[src/verilog/vic_pkg.sv]
// constants and types for the vectored interrupt controller
package vic_pkg;
    localparam int NUM_SRC = 18;
    localparam int IDX_W = 5;
    localparam logic [7:0] ADDR_INT_EN = 8'hA8;
    localparam logic [7:0] ADDR_SECOND_EN = 8'hE6;
    localparam logic [7:0] INT_EN_RESET = 8'h00;
    localparam logic [7:0] SECOND_EN_RESET = 8'h00;
    localparam logic [7:0] RDATA_UNMAPPED = 8'h00;
    // interrupt_enable bit positions, bit 7 down to bit 0
    localparam int EN_GATE = 7;
    localparam int EN_SPI = 6;
    localparam int EN_T2 = 5;
    localparam int EN_UART = 4;
    localparam int EN_T1 = 3;
    localparam int EN_PIN1 = 2;
    localparam int EN_T0 = 1;
    localparam int EN_PIN0 = 0;
    // fixed order numbers of the sources
    localparam int SRC_PIN0 = 0;
    localparam int SRC_T0 = 1;
    localparam int SRC_PIN1 = 2;
    localparam int SRC_T1 = 3;
    localparam int SRC_UART = 4;
    localparam int SRC_T2 = 5;
    localparam int SRC_SPI = 6;
    localparam int SRC_SMB = 7;
    localparam int SRC_ADC_WIN = 8;
    localparam int SRC_ADC_DONE = 9;
    localparam int SRC_PCA = 10;
    localparam int SRC_CMP0 = 11;
    localparam int SRC_CMP1 = 12;
    localparam int SRC_T3 = 13;
    localparam int SRC_LIN = 14;
    localparam int SRC_REG = 15;
    localparam int SRC_CAN = 16;
    localparam int SRC_PMAT = 17;
    localparam int SECOND_FIRST_SRC = 7;
    localparam int EXT_FIRST_SRC = 15;
    localparam logic [15:0] VEC_RESET = 16'h0000;
    localparam logic [15:0] VEC_BASE = 16'h0003;
    localparam int VEC_STEP_SHIFT = 3;
    localparam logic [17:0] AUTO_CLR_MASK = 18'h1000F;
    typedef enum logic [2:0] {
        ST_BOOT,
        ST_IDLE,
        ST_LOW,
        ST_HIGH,
        ST_HIGH_OVER_LOW
    } vic_state_type;
endpackage

[src/verilog/vic_arb_ifc.sv]
// request and winner signals between controller and arbiter
`timescale 1ns/1ps
interface vic_arb_ifc #(parameter int N = 18, parameter int IW = 5);
    logic [N-1:0] req;
    logic [N-1:0] high;
    logic valid;
    logic is_high;
    logic [IW-1:0] index;
    modport arb (input req, input high, output valid, output is_high, output index);
    modport user (output req, output high, input valid, input is_high, input index);
endinterface

[src/verilog/vic_arbiter.sv]
// fixed-order two-level arbiter
`timescale 1ns/1ps
module vic_arbiter #(
    parameter int N = 18,
    parameter int IW = 5
) (
    vic_arb_ifc.arb arb
);
    // high level first, lowest order number within a level
    always_comb begin
        arb.valid = 1'b0;
        arb.is_high = 1'b0;
        arb.index = '0;
        for (int i = N - 1; i >= 0; i--) begin
            if (arb.req[i] && !arb.high[i]) begin
                arb.valid = 1'b1;
                arb.index = IW'(i);
            end
        end
        for (int i = N - 1; i >= 0; i--) begin
            if (arb.req[i] && arb.high[i]) begin
                arb.valid = 1'b1;
                arb.is_high = 1'b1;
                arb.index = IW'(i);
            end
        end
    end
endmodule

[src/verilog/vic_top.sv]
// vectored interrupt controller: enables, arbitration, nesting, vectors
`timescale 1ns/1ps
module vic_top #(
    parameter int PCA_MODULES = 6
) (
    input wire logic i_clk_sys,
    input wire logic i_arst_n,
    input wire logic [7:0] i_sfr_addr,
    input wire logic i_sfr_wr,
    input wire logic i_sfr_rd,
    input wire logic [7:0] i_sfr_wdata,
    input wire logic i_sfr_bit_wr,
    input wire logic [7:0] i_sfr_bit_addr,
    input wire logic i_sfr_bit_val,
    output logic [7:0] o_sfr_rdata,
    input wire logic [17:0] i_prio_high,
    input wire logic [2:0] i_enable_ext,
    input wire logic i_pin_irq_zero,
    input wire logic i_pin_irq_one,
    input wire logic i_timer0_overflow_flag,
    input wire logic i_timer1_overflow_flag,
    input wire logic i_uart_rx_done,
    input wire logic i_uart_tx_done,
    input wire logic i_timer2_high_overflow_flag,
    input wire logic i_timer2_low_overflow_flag,
    input wire logic i_spi_transfer_done,
    input wire logic i_spi_write_collision,
    input wire logic i_spi_mode_fault,
    input wire logic i_spi_rx_overrun,
    input wire logic i_smbus_flag,
    input wire logic i_adc_window_flag,
    input wire logic i_adc_done_flag,
    input wire logic i_pca_counter_overflow,
    input wire logic [PCA_MODULES-1:0] i_pca_module_match,
    input wire logic i_pca_pwm_cycle_overflow,
    input wire logic i_comp0_falling_flag,
    input wire logic i_comp0_rising_flag,
    input wire logic i_comp1_falling_flag,
    input wire logic i_comp1_rising_flag,
    input wire logic i_timer3_high_overflow_flag,
    input wire logic i_timer3_low_overflow_flag,
    input wire logic i_lin_flag,
    input wire logic i_regulator_flag,
    input wire logic i_can_pending_flag,
    input wire logic i_port_match,
    output logic o_irq_req,
    output logic [15:0] o_irq_vector,
    output logic [4:0] o_irq_order,
    output logic o_irq_high,
    input wire logic i_irq_accept,
    input wire logic i_irq_return,
    output logic [17:0] o_clear_pulse,
    output logic [17:0] o_pending
);
    localparam int N = vic_pkg::NUM_SRC;
    localparam int IW = vic_pkg::IDX_W;

    logic [7:0] int_en_reg, int_en_next, second_en_reg, second_en_next, rdata_reg, rdata_next;
    vic_pkg::vic_state_type state_reg, state_next;
    logic req_reg, req_next, level_reg, level_next, accept_take;
    logic [15:0] vec_reg, vec_next;
    logic [IW-1:0] order_reg, order_next;
    logic [N-1:0] clr_reg, clr_next, pend_reg, pend_raw, enable_all, masked_req;

    vic_arb_ifc #(.N(N), .IW(IW)) arb_bus ();
    vic_arbiter #(.N(N), .IW(IW)) u_arbiter (.arb(arb_bus));

    // raw flags per source, combined where a vector is shared
    always_comb begin
        pend_raw = '0;
        pend_raw[vic_pkg::SRC_PIN0] = i_pin_irq_zero;
        pend_raw[vic_pkg::SRC_T0] = i_timer0_overflow_flag;
        pend_raw[vic_pkg::SRC_PIN1] = i_pin_irq_one;
        pend_raw[vic_pkg::SRC_T1] = i_timer1_overflow_flag;
        pend_raw[vic_pkg::SRC_UART] = i_uart_rx_done | i_uart_tx_done;
        pend_raw[vic_pkg::SRC_T2] = i_timer2_high_overflow_flag | i_timer2_low_overflow_flag;
        pend_raw[vic_pkg::SRC_SPI] = i_spi_transfer_done | i_spi_write_collision
            | i_spi_mode_fault | i_spi_rx_overrun;
        pend_raw[vic_pkg::SRC_SMB] = i_smbus_flag;
        pend_raw[vic_pkg::SRC_ADC_WIN] = i_adc_window_flag;
        pend_raw[vic_pkg::SRC_ADC_DONE] = i_adc_done_flag;
        pend_raw[vic_pkg::SRC_PCA] = i_pca_counter_overflow | (|i_pca_module_match)
            | i_pca_pwm_cycle_overflow;
        pend_raw[vic_pkg::SRC_CMP0] = i_comp0_falling_flag | i_comp0_rising_flag;
        pend_raw[vic_pkg::SRC_CMP1] = i_comp1_falling_flag | i_comp1_rising_flag;
        pend_raw[vic_pkg::SRC_T3] = i_timer3_high_overflow_flag | i_timer3_low_overflow_flag;
        pend_raw[vic_pkg::SRC_LIN] = i_lin_flag;
        pend_raw[vic_pkg::SRC_REG] = i_regulator_flag;
        pend_raw[vic_pkg::SRC_CAN] = i_can_pending_flag;
        pend_raw[vic_pkg::SRC_PMAT] = i_port_match;
    end

    // interrupt_enable bits 6..0 line up with orders 6..0
    assign enable_all = {i_enable_ext, second_en_reg,
        int_en_reg[vic_pkg::EN_SPI:vic_pkg::EN_PIN0]};
    assign masked_req = pend_raw & enable_all & {N{int_en_reg[vic_pkg::EN_GATE]}};
    assign accept_take = i_irq_accept && req_reg;

    // register file: byte and bit writes, registered reads
    always_comb begin
        int_en_next = int_en_reg;
        second_en_next = second_en_reg;
        rdata_next = rdata_reg;
        if (i_sfr_wr && i_sfr_addr == vic_pkg::ADDR_INT_EN) begin
            int_en_next = i_sfr_wdata;
        end
        if (i_sfr_bit_wr && i_sfr_bit_addr[7:3] == vic_pkg::ADDR_INT_EN[7:3]) begin
            int_en_next[i_sfr_bit_addr[2:0]] = i_sfr_bit_val;
        end
        if (i_sfr_wr && i_sfr_addr == vic_pkg::ADDR_SECOND_EN) begin
            second_en_next = i_sfr_wdata;
        end
        if (i_sfr_rd) begin
            case (i_sfr_addr)
                vic_pkg::ADDR_INT_EN: rdata_next = int_en_reg;
                vic_pkg::ADDR_SECOND_EN: rdata_next = second_en_reg;
                default: rdata_next = vic_pkg::RDATA_UNMAPPED;
            endcase
        end
    end

    always_ff @(posedge i_clk_sys or negedge i_arst_n) begin
        if (!i_arst_n) begin
            int_en_reg <= vic_pkg::INT_EN_RESET;
            second_en_reg <= vic_pkg::SECOND_EN_RESET;
            rdata_reg <= vic_pkg::RDATA_UNMAPPED;
        end else begin
            int_en_reg <= int_en_next;
            second_en_reg <= second_en_next;
            rdata_reg <= rdata_next;
        end
    end

    // nesting state and the registered request to the core
    always_comb begin
        state_next = state_reg;
        clr_next = '0;
        case (state_reg)
            vic_pkg::ST_BOOT: begin
                if (i_irq_accept) begin
                    state_next = vic_pkg::ST_IDLE;
                end
            end
            vic_pkg::ST_IDLE: begin
                if (accept_take) begin
                    state_next = level_reg ? vic_pkg::ST_HIGH : vic_pkg::ST_LOW;
                end
            end
            vic_pkg::ST_LOW: begin
                if (accept_take) begin
                    state_next = vic_pkg::ST_HIGH_OVER_LOW;
                end else if (i_irq_return) begin
                    state_next = vic_pkg::ST_IDLE;
                end
            end
            vic_pkg::ST_HIGH: begin
                if (i_irq_return) begin
                    state_next = vic_pkg::ST_IDLE;
                end
            end
            vic_pkg::ST_HIGH_OVER_LOW: begin
                if (i_irq_return) begin
                    state_next = vic_pkg::ST_LOW;
                end
            end
            default: state_next = vic_pkg::ST_IDLE;
        endcase
        if (accept_take && state_reg != vic_pkg::ST_BOOT
            && vic_pkg::AUTO_CLR_MASK[order_reg]) begin
            clr_next[order_reg] = 1'b1;
        end
    end

    // eligibility uses the next state so an accepted request drops at once
    always_comb begin
        arb_bus.high = i_prio_high;
        case (state_next)
            vic_pkg::ST_IDLE: arb_bus.req = masked_req;
            vic_pkg::ST_LOW: arb_bus.req = masked_req & i_prio_high;
            default: arb_bus.req = '0;
        endcase
        if (state_next == vic_pkg::ST_BOOT) begin
            req_next = 1'b1;
            vec_next = vic_pkg::VEC_RESET;
            order_next = '0;
            level_next = 1'b1;
        end else begin
            req_next = arb_bus.valid;
            vec_next = vic_pkg::VEC_BASE + (16'(arb_bus.index) << vic_pkg::VEC_STEP_SHIFT);
            order_next = arb_bus.index;
            level_next = arb_bus.is_high;
        end
    end

    always_ff @(posedge i_clk_sys or negedge i_arst_n) begin
        if (!i_arst_n) begin
            state_reg <= vic_pkg::ST_BOOT;
            req_reg <= 1'b1;
            vec_reg <= vic_pkg::VEC_RESET;
            order_reg <= '0;
            level_reg <= 1'b1;
            clr_reg <= '0;
            pend_reg <= '0;
        end else begin
            state_reg <= state_next;
            req_reg <= req_next;
            vec_reg <= vec_next;
            order_reg <= order_next;
            level_reg <= level_next;
            clr_reg <= clr_next;
            pend_reg <= pend_raw;
        end
    end

    assign o_irq_req = req_reg;
    assign o_irq_vector = vec_reg;
    assign o_irq_order = order_reg;
    assign o_irq_high = level_reg;
    assign o_clear_pulse = clr_reg;
    assign o_pending = pend_reg;
    assign o_sfr_rdata = rdata_reg;
endmodule

[config.mk]
export PLATFORM = sky130hd
export DESIGN_NAME = vic_top
export DESIGN_NICKNAME = d
export VERILOG_FILES = /design/src/verilog/vic_pkg.sv /design/src/verilog/vic_arb_ifc.sv /design/src/verilog/vic_arbiter.sv /design/src/verilog/vic_top.sv
export SDC_FILE = /design/constraint.sdc
export NUM_CORES = 1
export LEC_CHECK = 0
export CAP_MARGIN = 10
export CORE_MARGIN = 10
export CORE_UTILIZATION = 45
export CTS_BUF_LIST = sky130_fd_sc_hd__clkbuf_4
export DETAILED_ROUTE_END_ITERATION = 10
export DONT_BUFFER_PORTS = 1
export GPL_TIMING_DRIVEN = 0
export HOLD_SLACK_MARGIN = 0.12
export SLEW_MARGIN = 20
export SYNTH_ARGS = -nofsm -noshare
export SYNTH_HDL_FRONTEND = slang
export SYNTH_HIERARCHICAL = 1
export SYNTH_SLANG_ARGS = --single-unit
[constraint.sdc]
create_clock -name i_clk_sys -period 5.7 [get_ports i_clk_sys]
set_input_delay 0.57 -clock i_clk_sys [delete_from_list [all_inputs] [get_ports i_clk_sys]]
set_output_delay 0.57 -clock i_clk_sys [all_outputs]
set_load 0.01 [all_outputs]
Yosys cells after proc, flatten, opt, wreduce, memory -nomap -nowiden
Memories as Yosys holds them, arrays and structs flattened. Index checks and enable logic that the tools add are counted.

Bits in registers: 86. ROM bits: 32. Bits of input ports: 86. Output and inout bits: 67. Word-level logic and storage cells: 216. Memories kept: 1.

Memory list: (name not given) (words 32, width 1, rd ports 1, clocked after Yosys merged registers in 0, write ports 0, RTL line vic_top.sv:169) `&& vic_pkg::AUTO_CLR_MASK[order_reg]) begin`.

Add/subtract/negate cells: 1. $lt $le $gt $ge: 4. Eq/ne operators: 9. Mux-type cells: 112. Bitwise gates (word level): 13. Reductions and logical operators: 66.

Operators by type and width (count): 2-to-1 mux 5 bit (37); 2-to-1 mux 1 bit (60); bitwise AND 18 bit (3); logical AND 1 bit (44); case mux 18 bit (2 select lines) (1); zero test 1 bit (18); 2-to-1 mux 18 bit (1); == test 8 bit (second input constant) (2); 2-to-1 mux 8 bit (2); case mux 8 bit (2 select lines) (1); 2-to-1 mux 3 bit (5); case mux 3 bit (5 select lines) (1); OR 1 bit (10); adder 2 x 8 -> 9 bit (first input constant) (1); == test 3 x 2 -> 1 bit (second input constant) (3); 2-to-1 mux 9 bit (1); bitwise mux 8 bit (1); == test 3 x 1 -> 1 bit (second input constant) (2); zero test 3 bit (2); less-than comparator 5 x 6 -> 1 bit (second input constant) (1); OR reduction 6 bit (1); demux 1 bit (select 5 bit) (1); == test 5 bit (second input constant) (1); >= comparator 5 x 1 -> 1 bit (second input constant) (1); 5 further kinds (5).

Longest topological paths before layout
Depth after elaboration: 46. Depth in mapped cells: 13.

Modules after synthesis
The synthesis kept the hierarchy.

Modules (own cells, without submodules): vic_top (times used 1, cells each 279, area each 3199.3 um2); vic_arbiter (times used 1, cells each 115, area each 710.7 um2).

Least setup slack after synthesis
No wires, ideal clock.

Path type: input-to-reg. Start point: input port i_irq_accept. End point: register order_reg[2] (netlist: o_irq_order[2]). Library setup time: 135 ps. Arrival time: 2730 ps. Data required time: 5565 ps. Setup slack: 2835 ps. Cell stages on the path: 12. Path buffers: 1. Path through: and2_4 o32a_4 and2_4 a32oi_4 buf_12 a21oi_2 nor2b_2 a2111oi_4 o21ai_0 a21oi_1 o21ai_1 nor2b_1.

Elaborated cells between the ends (all ways): 80.

RTL lines: start: declaration (RTL line vic_top.sv:50) `input wire logic i_irq_accept,`; logical AND 1 bit (RTL line vic_top.sv:97) `assign accept_take = i_irq_accept && req_reg;`; 2-to-1 mux 3 bit (on tied branches) (RTL line vic_top.sv:150, vic_top.sv:145); case mux 3 bit (5 select lines) (*) (RTL line vic_top.sv:138) `case (state_reg)`; == test 3 x 2 -> 1 bit or == test 3 x 1 -> 1 bit (tied branches) (RTL line vic_top.sv:177) `case (state_next)`; case mux 18 bit (2 select lines) (*) (RTL line vic_top.sv:177); net arb_bus.req[4] (RTL line vic_arb_ifc.sv:4) `logic [N-1:0] req;`; logical AND 1 bit (RTL line vic_arbiter.sv:15) `if (arb.req[i] && !arb.high[i]) begin`; 2-to-1 mux 5 bit (5 in a row) (RTL line vic_arbiter.sv:15); 2-to-1 mux 5 bit (13 in a row) (RTL line vic_arbiter.sv:21) `if (arb.req[i] && arb.high[i]) begin`; 2-to-1 mux 5 bit (*) (5 in a row) (RTL line vic_arbiter.sv:21); net arb_bus.index[2] (RTL line vic_arb_ifc.sv:8) `logic [IW-1:0] index;`; 2-to-1 mux 5 bit (*) (RTL line vic_top.sv:182) `if (state_next == vic_pkg::ST_BOOT) begin`; net order_next[2] (RTL line vic_top.sv:62) `logic [IW-1:0] order_reg, order_next;`; end signal: assignment (RTL line vic_top.sv:208) `order_reg <= order_next;`; end: declaration (RTL line vic_top.sv:62).

Mark *: on every way through the listed nets, which the timed path passes. The rest lies on a longest branch. A chain may end at the register's enable or synchronous reset.

Worst setup path after layout
Start point: register state_reg[1]. End point: register order_reg[3] (netlist: o_irq_order[3]).

Elaborated cells between the ends (all ways): 86.

RTL lines: start: declaration (RTL line vic_top.sv:59) `vic_pkg::vic_state_type state_reg, state_next;`; start signal: assignment (RTL line vic_top.sv:197) `state_reg <= vic_pkg::ST_BOOT;`; start signal: assignment (RTL line vic_top.sv:205) `state_reg <= state_next;`; 2-to-1 mux 3 bit (RTL line vic_top.sv:152, vic_top.sv:157); 2-to-1 mux 3 bit (RTL line vic_top.sv:150) `if (accept_take) begin`; case mux 3 bit (5 select lines) (*) (RTL line vic_top.sv:138); == test 3 x 2 -> 1 bit or == test 3 x 1 -> 1 bit (tied branches) (RTL line vic_top.sv:177); case mux 18 bit (2 select lines) (*) (RTL line vic_top.sv:177); net arb_bus.req[17] (RTL line vic_arb_ifc.sv:4); logical AND 1 bit (*) (RTL line vic_arbiter.sv:21); 2-to-1 mux 5 bit (*) (18 in a row) (RTL line vic_arbiter.sv:21); net arb_bus.index[3] (RTL line vic_arb_ifc.sv:8); 2-to-1 mux 5 bit (*) (RTL line vic_top.sv:182); net order_next[3] (RTL line vic_top.sv:62).

Marked as above.

==> metrics.txt <==
status finished clean; Syn Area/Cell 9.92 um^2; clock latency on the worst-skew pair 0.41 ns; number of inserted diodes 0; Final Wtd Congestion 0.854; Post-synth top flop dfrtp_1; CTS buffer count 9; Initial DRT Pass Iterations 4; Leak 1.88 nW; hold buffers post-CTS 2; worst reg2reg startpoint state_reg[1]; flop-to-flop setup slack ~2.4 ns; Die X-Extent 113 um; sequential fraction of the synthesis area 0.455; Mapped Area just under 4000 um^2; Core Region 8340 um^2; worst slew pin tran 0.582 ns; hold depth 0; final WL 10800 um; FILL cells roughly 820; Num Clock Sinks 71; I/O Buffers 0; arrival time at the worst endpoint 3.63 ns; most common cell in the netlist dfrtp_1; Final Power between 1 and 1.5 mW; met3 Track Usage GR 0.0771; via/cell ratio 5.59; critical path peak fanout 10; Final Net Count between 500 and 600; synthesized flop and latch total 71; Slew Limit Fails 0; die footprint around 13000 um^2; setup violators final 0; layout cells sized above 1 0.236; CTS Buffer Depth 2; initial drt markers 186; Rel. slew slack 0.612; CTS tree done; via count 3006; Peak VDD IR about 110 uV; detailed placer's ending HPWL ~8500 um; minimum clock period 3.28 ns; PostCTS Resize Cnt 0; die height 113 um; total setup buffers inserted after CTS 0; met1 GRT Util 0.212; global-route wire length before repair 17100 um; yosys warns 6; Max-cap violations 0; PD cells about 270 nW/um^2; period utilisation layout 0.576; count of flip-flops with a built-in enable after synthesis 0; initial antenna violation count 0; Synth area leaders dfrtp_1 44%, mux2_2 6.9%, nand2_1 4.9%; GR peak layer met2; H-tree depth 3; top-area cell type share of the netlist area 0.442; reg2reg end o_irq_order[3]; Clock Root Buffer clkbuf_4; setup TNS 0 ns; synth cell count leaders 69 x dfrtp_1, 51 x nand2_1, 31 x nand3_1, 24 x mux2_2, 23 x a21oi_1; GRT Util Overall 0.167; class of the worst hold path in2reg; IO Pins 153; Worst-path clk slew approximately 0.14 ns; row count 33; cell count after synthesis 394; starting density of the core 0.469; Setup crit end kind register; crit path launch type register; # DRC 0; RSZ-0062 raised after global routing false; largest net degree at the start of global routing 72; post-route ant nets 0; Min-Delay Startpoint i_smbus_flag; cell count of the worst reg-to-reg path 13; total gr overflow 0; Async SR Flop Fraction 1.00; Synth cell types 62; cell accounting for the most synthesized area dfrtp_1; drt wl/cell 20.1 um; CP required 6.04 ns; vias in the first global route 3182; Worst Hold Path EP o_pending[7]; CP Class reg2reg; Core Util, Final 0.513; area grow syn2layout 9.44%; Max Clk Rate roughly 300 MHz; Layout Skew 0.0141 ns; Hold Fails Final Rpt 0; met2 GRT Util 0.248
-- worst max path at each step --
stage | slack, ns | cells after the start | endpoint | startpoint
after floorplan | 2.84 | 12 | o_irq_order[2] | i_irq_accept
after global placement | 2.42 | 12 | o_irq_order[3] | i_irq_accept
after detailed placement | 2.42 | 12 | o_irq_order[3] | i_irq_accept
after CTS | 2.41 | 13 | o_irq_order[3] | state_reg[1]
after global routing | 2.05 | 13 | o_irq_order[3] | state_reg[1]
final | 2.42 | 13 | o_irq_order[3] | state_reg[1]
-- kinds of logic after synthesis --
family,Yosys count,synth area share
other,1,0.000959
XOR/XNOR,1,0.00224
flip-flops,71,0.455
multiplexers,24,0.0691
AND/OR/NAND/NOR,190,0.265
buffers and inverters,35,0.0557
AO/OA/AOI/OAI,72,0.152
-- through the flow --
stage                     hold WS [ns]  area (um^2)  std cells  setup slack, ns
after floorplan                  0.274         3990        415             2.84
after global placement           0.277         4120        520             2.42
after detailed placement         0.277         4120        520             2.42
after CTS                        0.133         4280        538             2.41
after global routing             0.124         4280        538             2.05
final                            0.166         4280        538             2.42
-- cells in the final DEF (no fill, tap or decap), types with 3 or more instances in the layout --
cell	count
and2_1	3
a22oi_1	11
or2_2	7
a21oi_2	12
nand2_1	51
clkbuf_1	5
a32o_1	3
nor4_1	4
dfrtp_1	69
nor3_1	7
conb_1	22
nor3b_1	5
nand4_1	4
inv_1	8
mux2_2	24
clkbuf_4	10
nor2b_1	10
nor2_1	21
nand3_1	31
o21ai_0	4
buf_4	16
nand2b_1	19
and2_4	4
a21oi_1	23
nand3b_1	4
-- metal layers --
| layer | vias up | part of all wire |
|---|---|---|
| met5 | - | 0 |
| met4 | 0 | 0.010 |
| met3 | 10 | 0.12 |
| met2 | 130 | 0.44 |
| met1 | 1432 | 0.43 |
| li1 | 1434 | - |
-- area by class of cell --
class	count	area, um^2	area share
Timing Repair Buffer	2	37.5	0.00877
Clock inverter	6	46.3	0.0108
Buffer	26	184	0.0430
Tap cell	105	131	0.0307
Inverter	9	33.8	0.00789
Multi-Input combinational cell	309	1990	0.465
Clock buffer	10	75.1	0.0175
Sequential cell	71	1780	0.416
-- worst max-delay path, cell delays in order (launching register included) --
cell	delay (ns)
dfrtp_1	0.40
buf_2	0.18
nor4bb_1	0.37
inv_1	0.15
and2_4	0.18
a32oi_4	0.37
buf_12	0.20
a21oi_2	0.07
a22oi_1	0.39
nand3_1	0.21
nor2_1	0.22
nand3b_1	0.11
a211oi_1	0.23
nor2b_1	0.15
-- report_power, final --
group | internal (mW) | switching [mW]
logic | 0.114 | 0.147
registers | 0.549 | 0.0429
clock network | 0.0967 | 0.190
No activity file was read; power rests on OpenSTA's default activity.
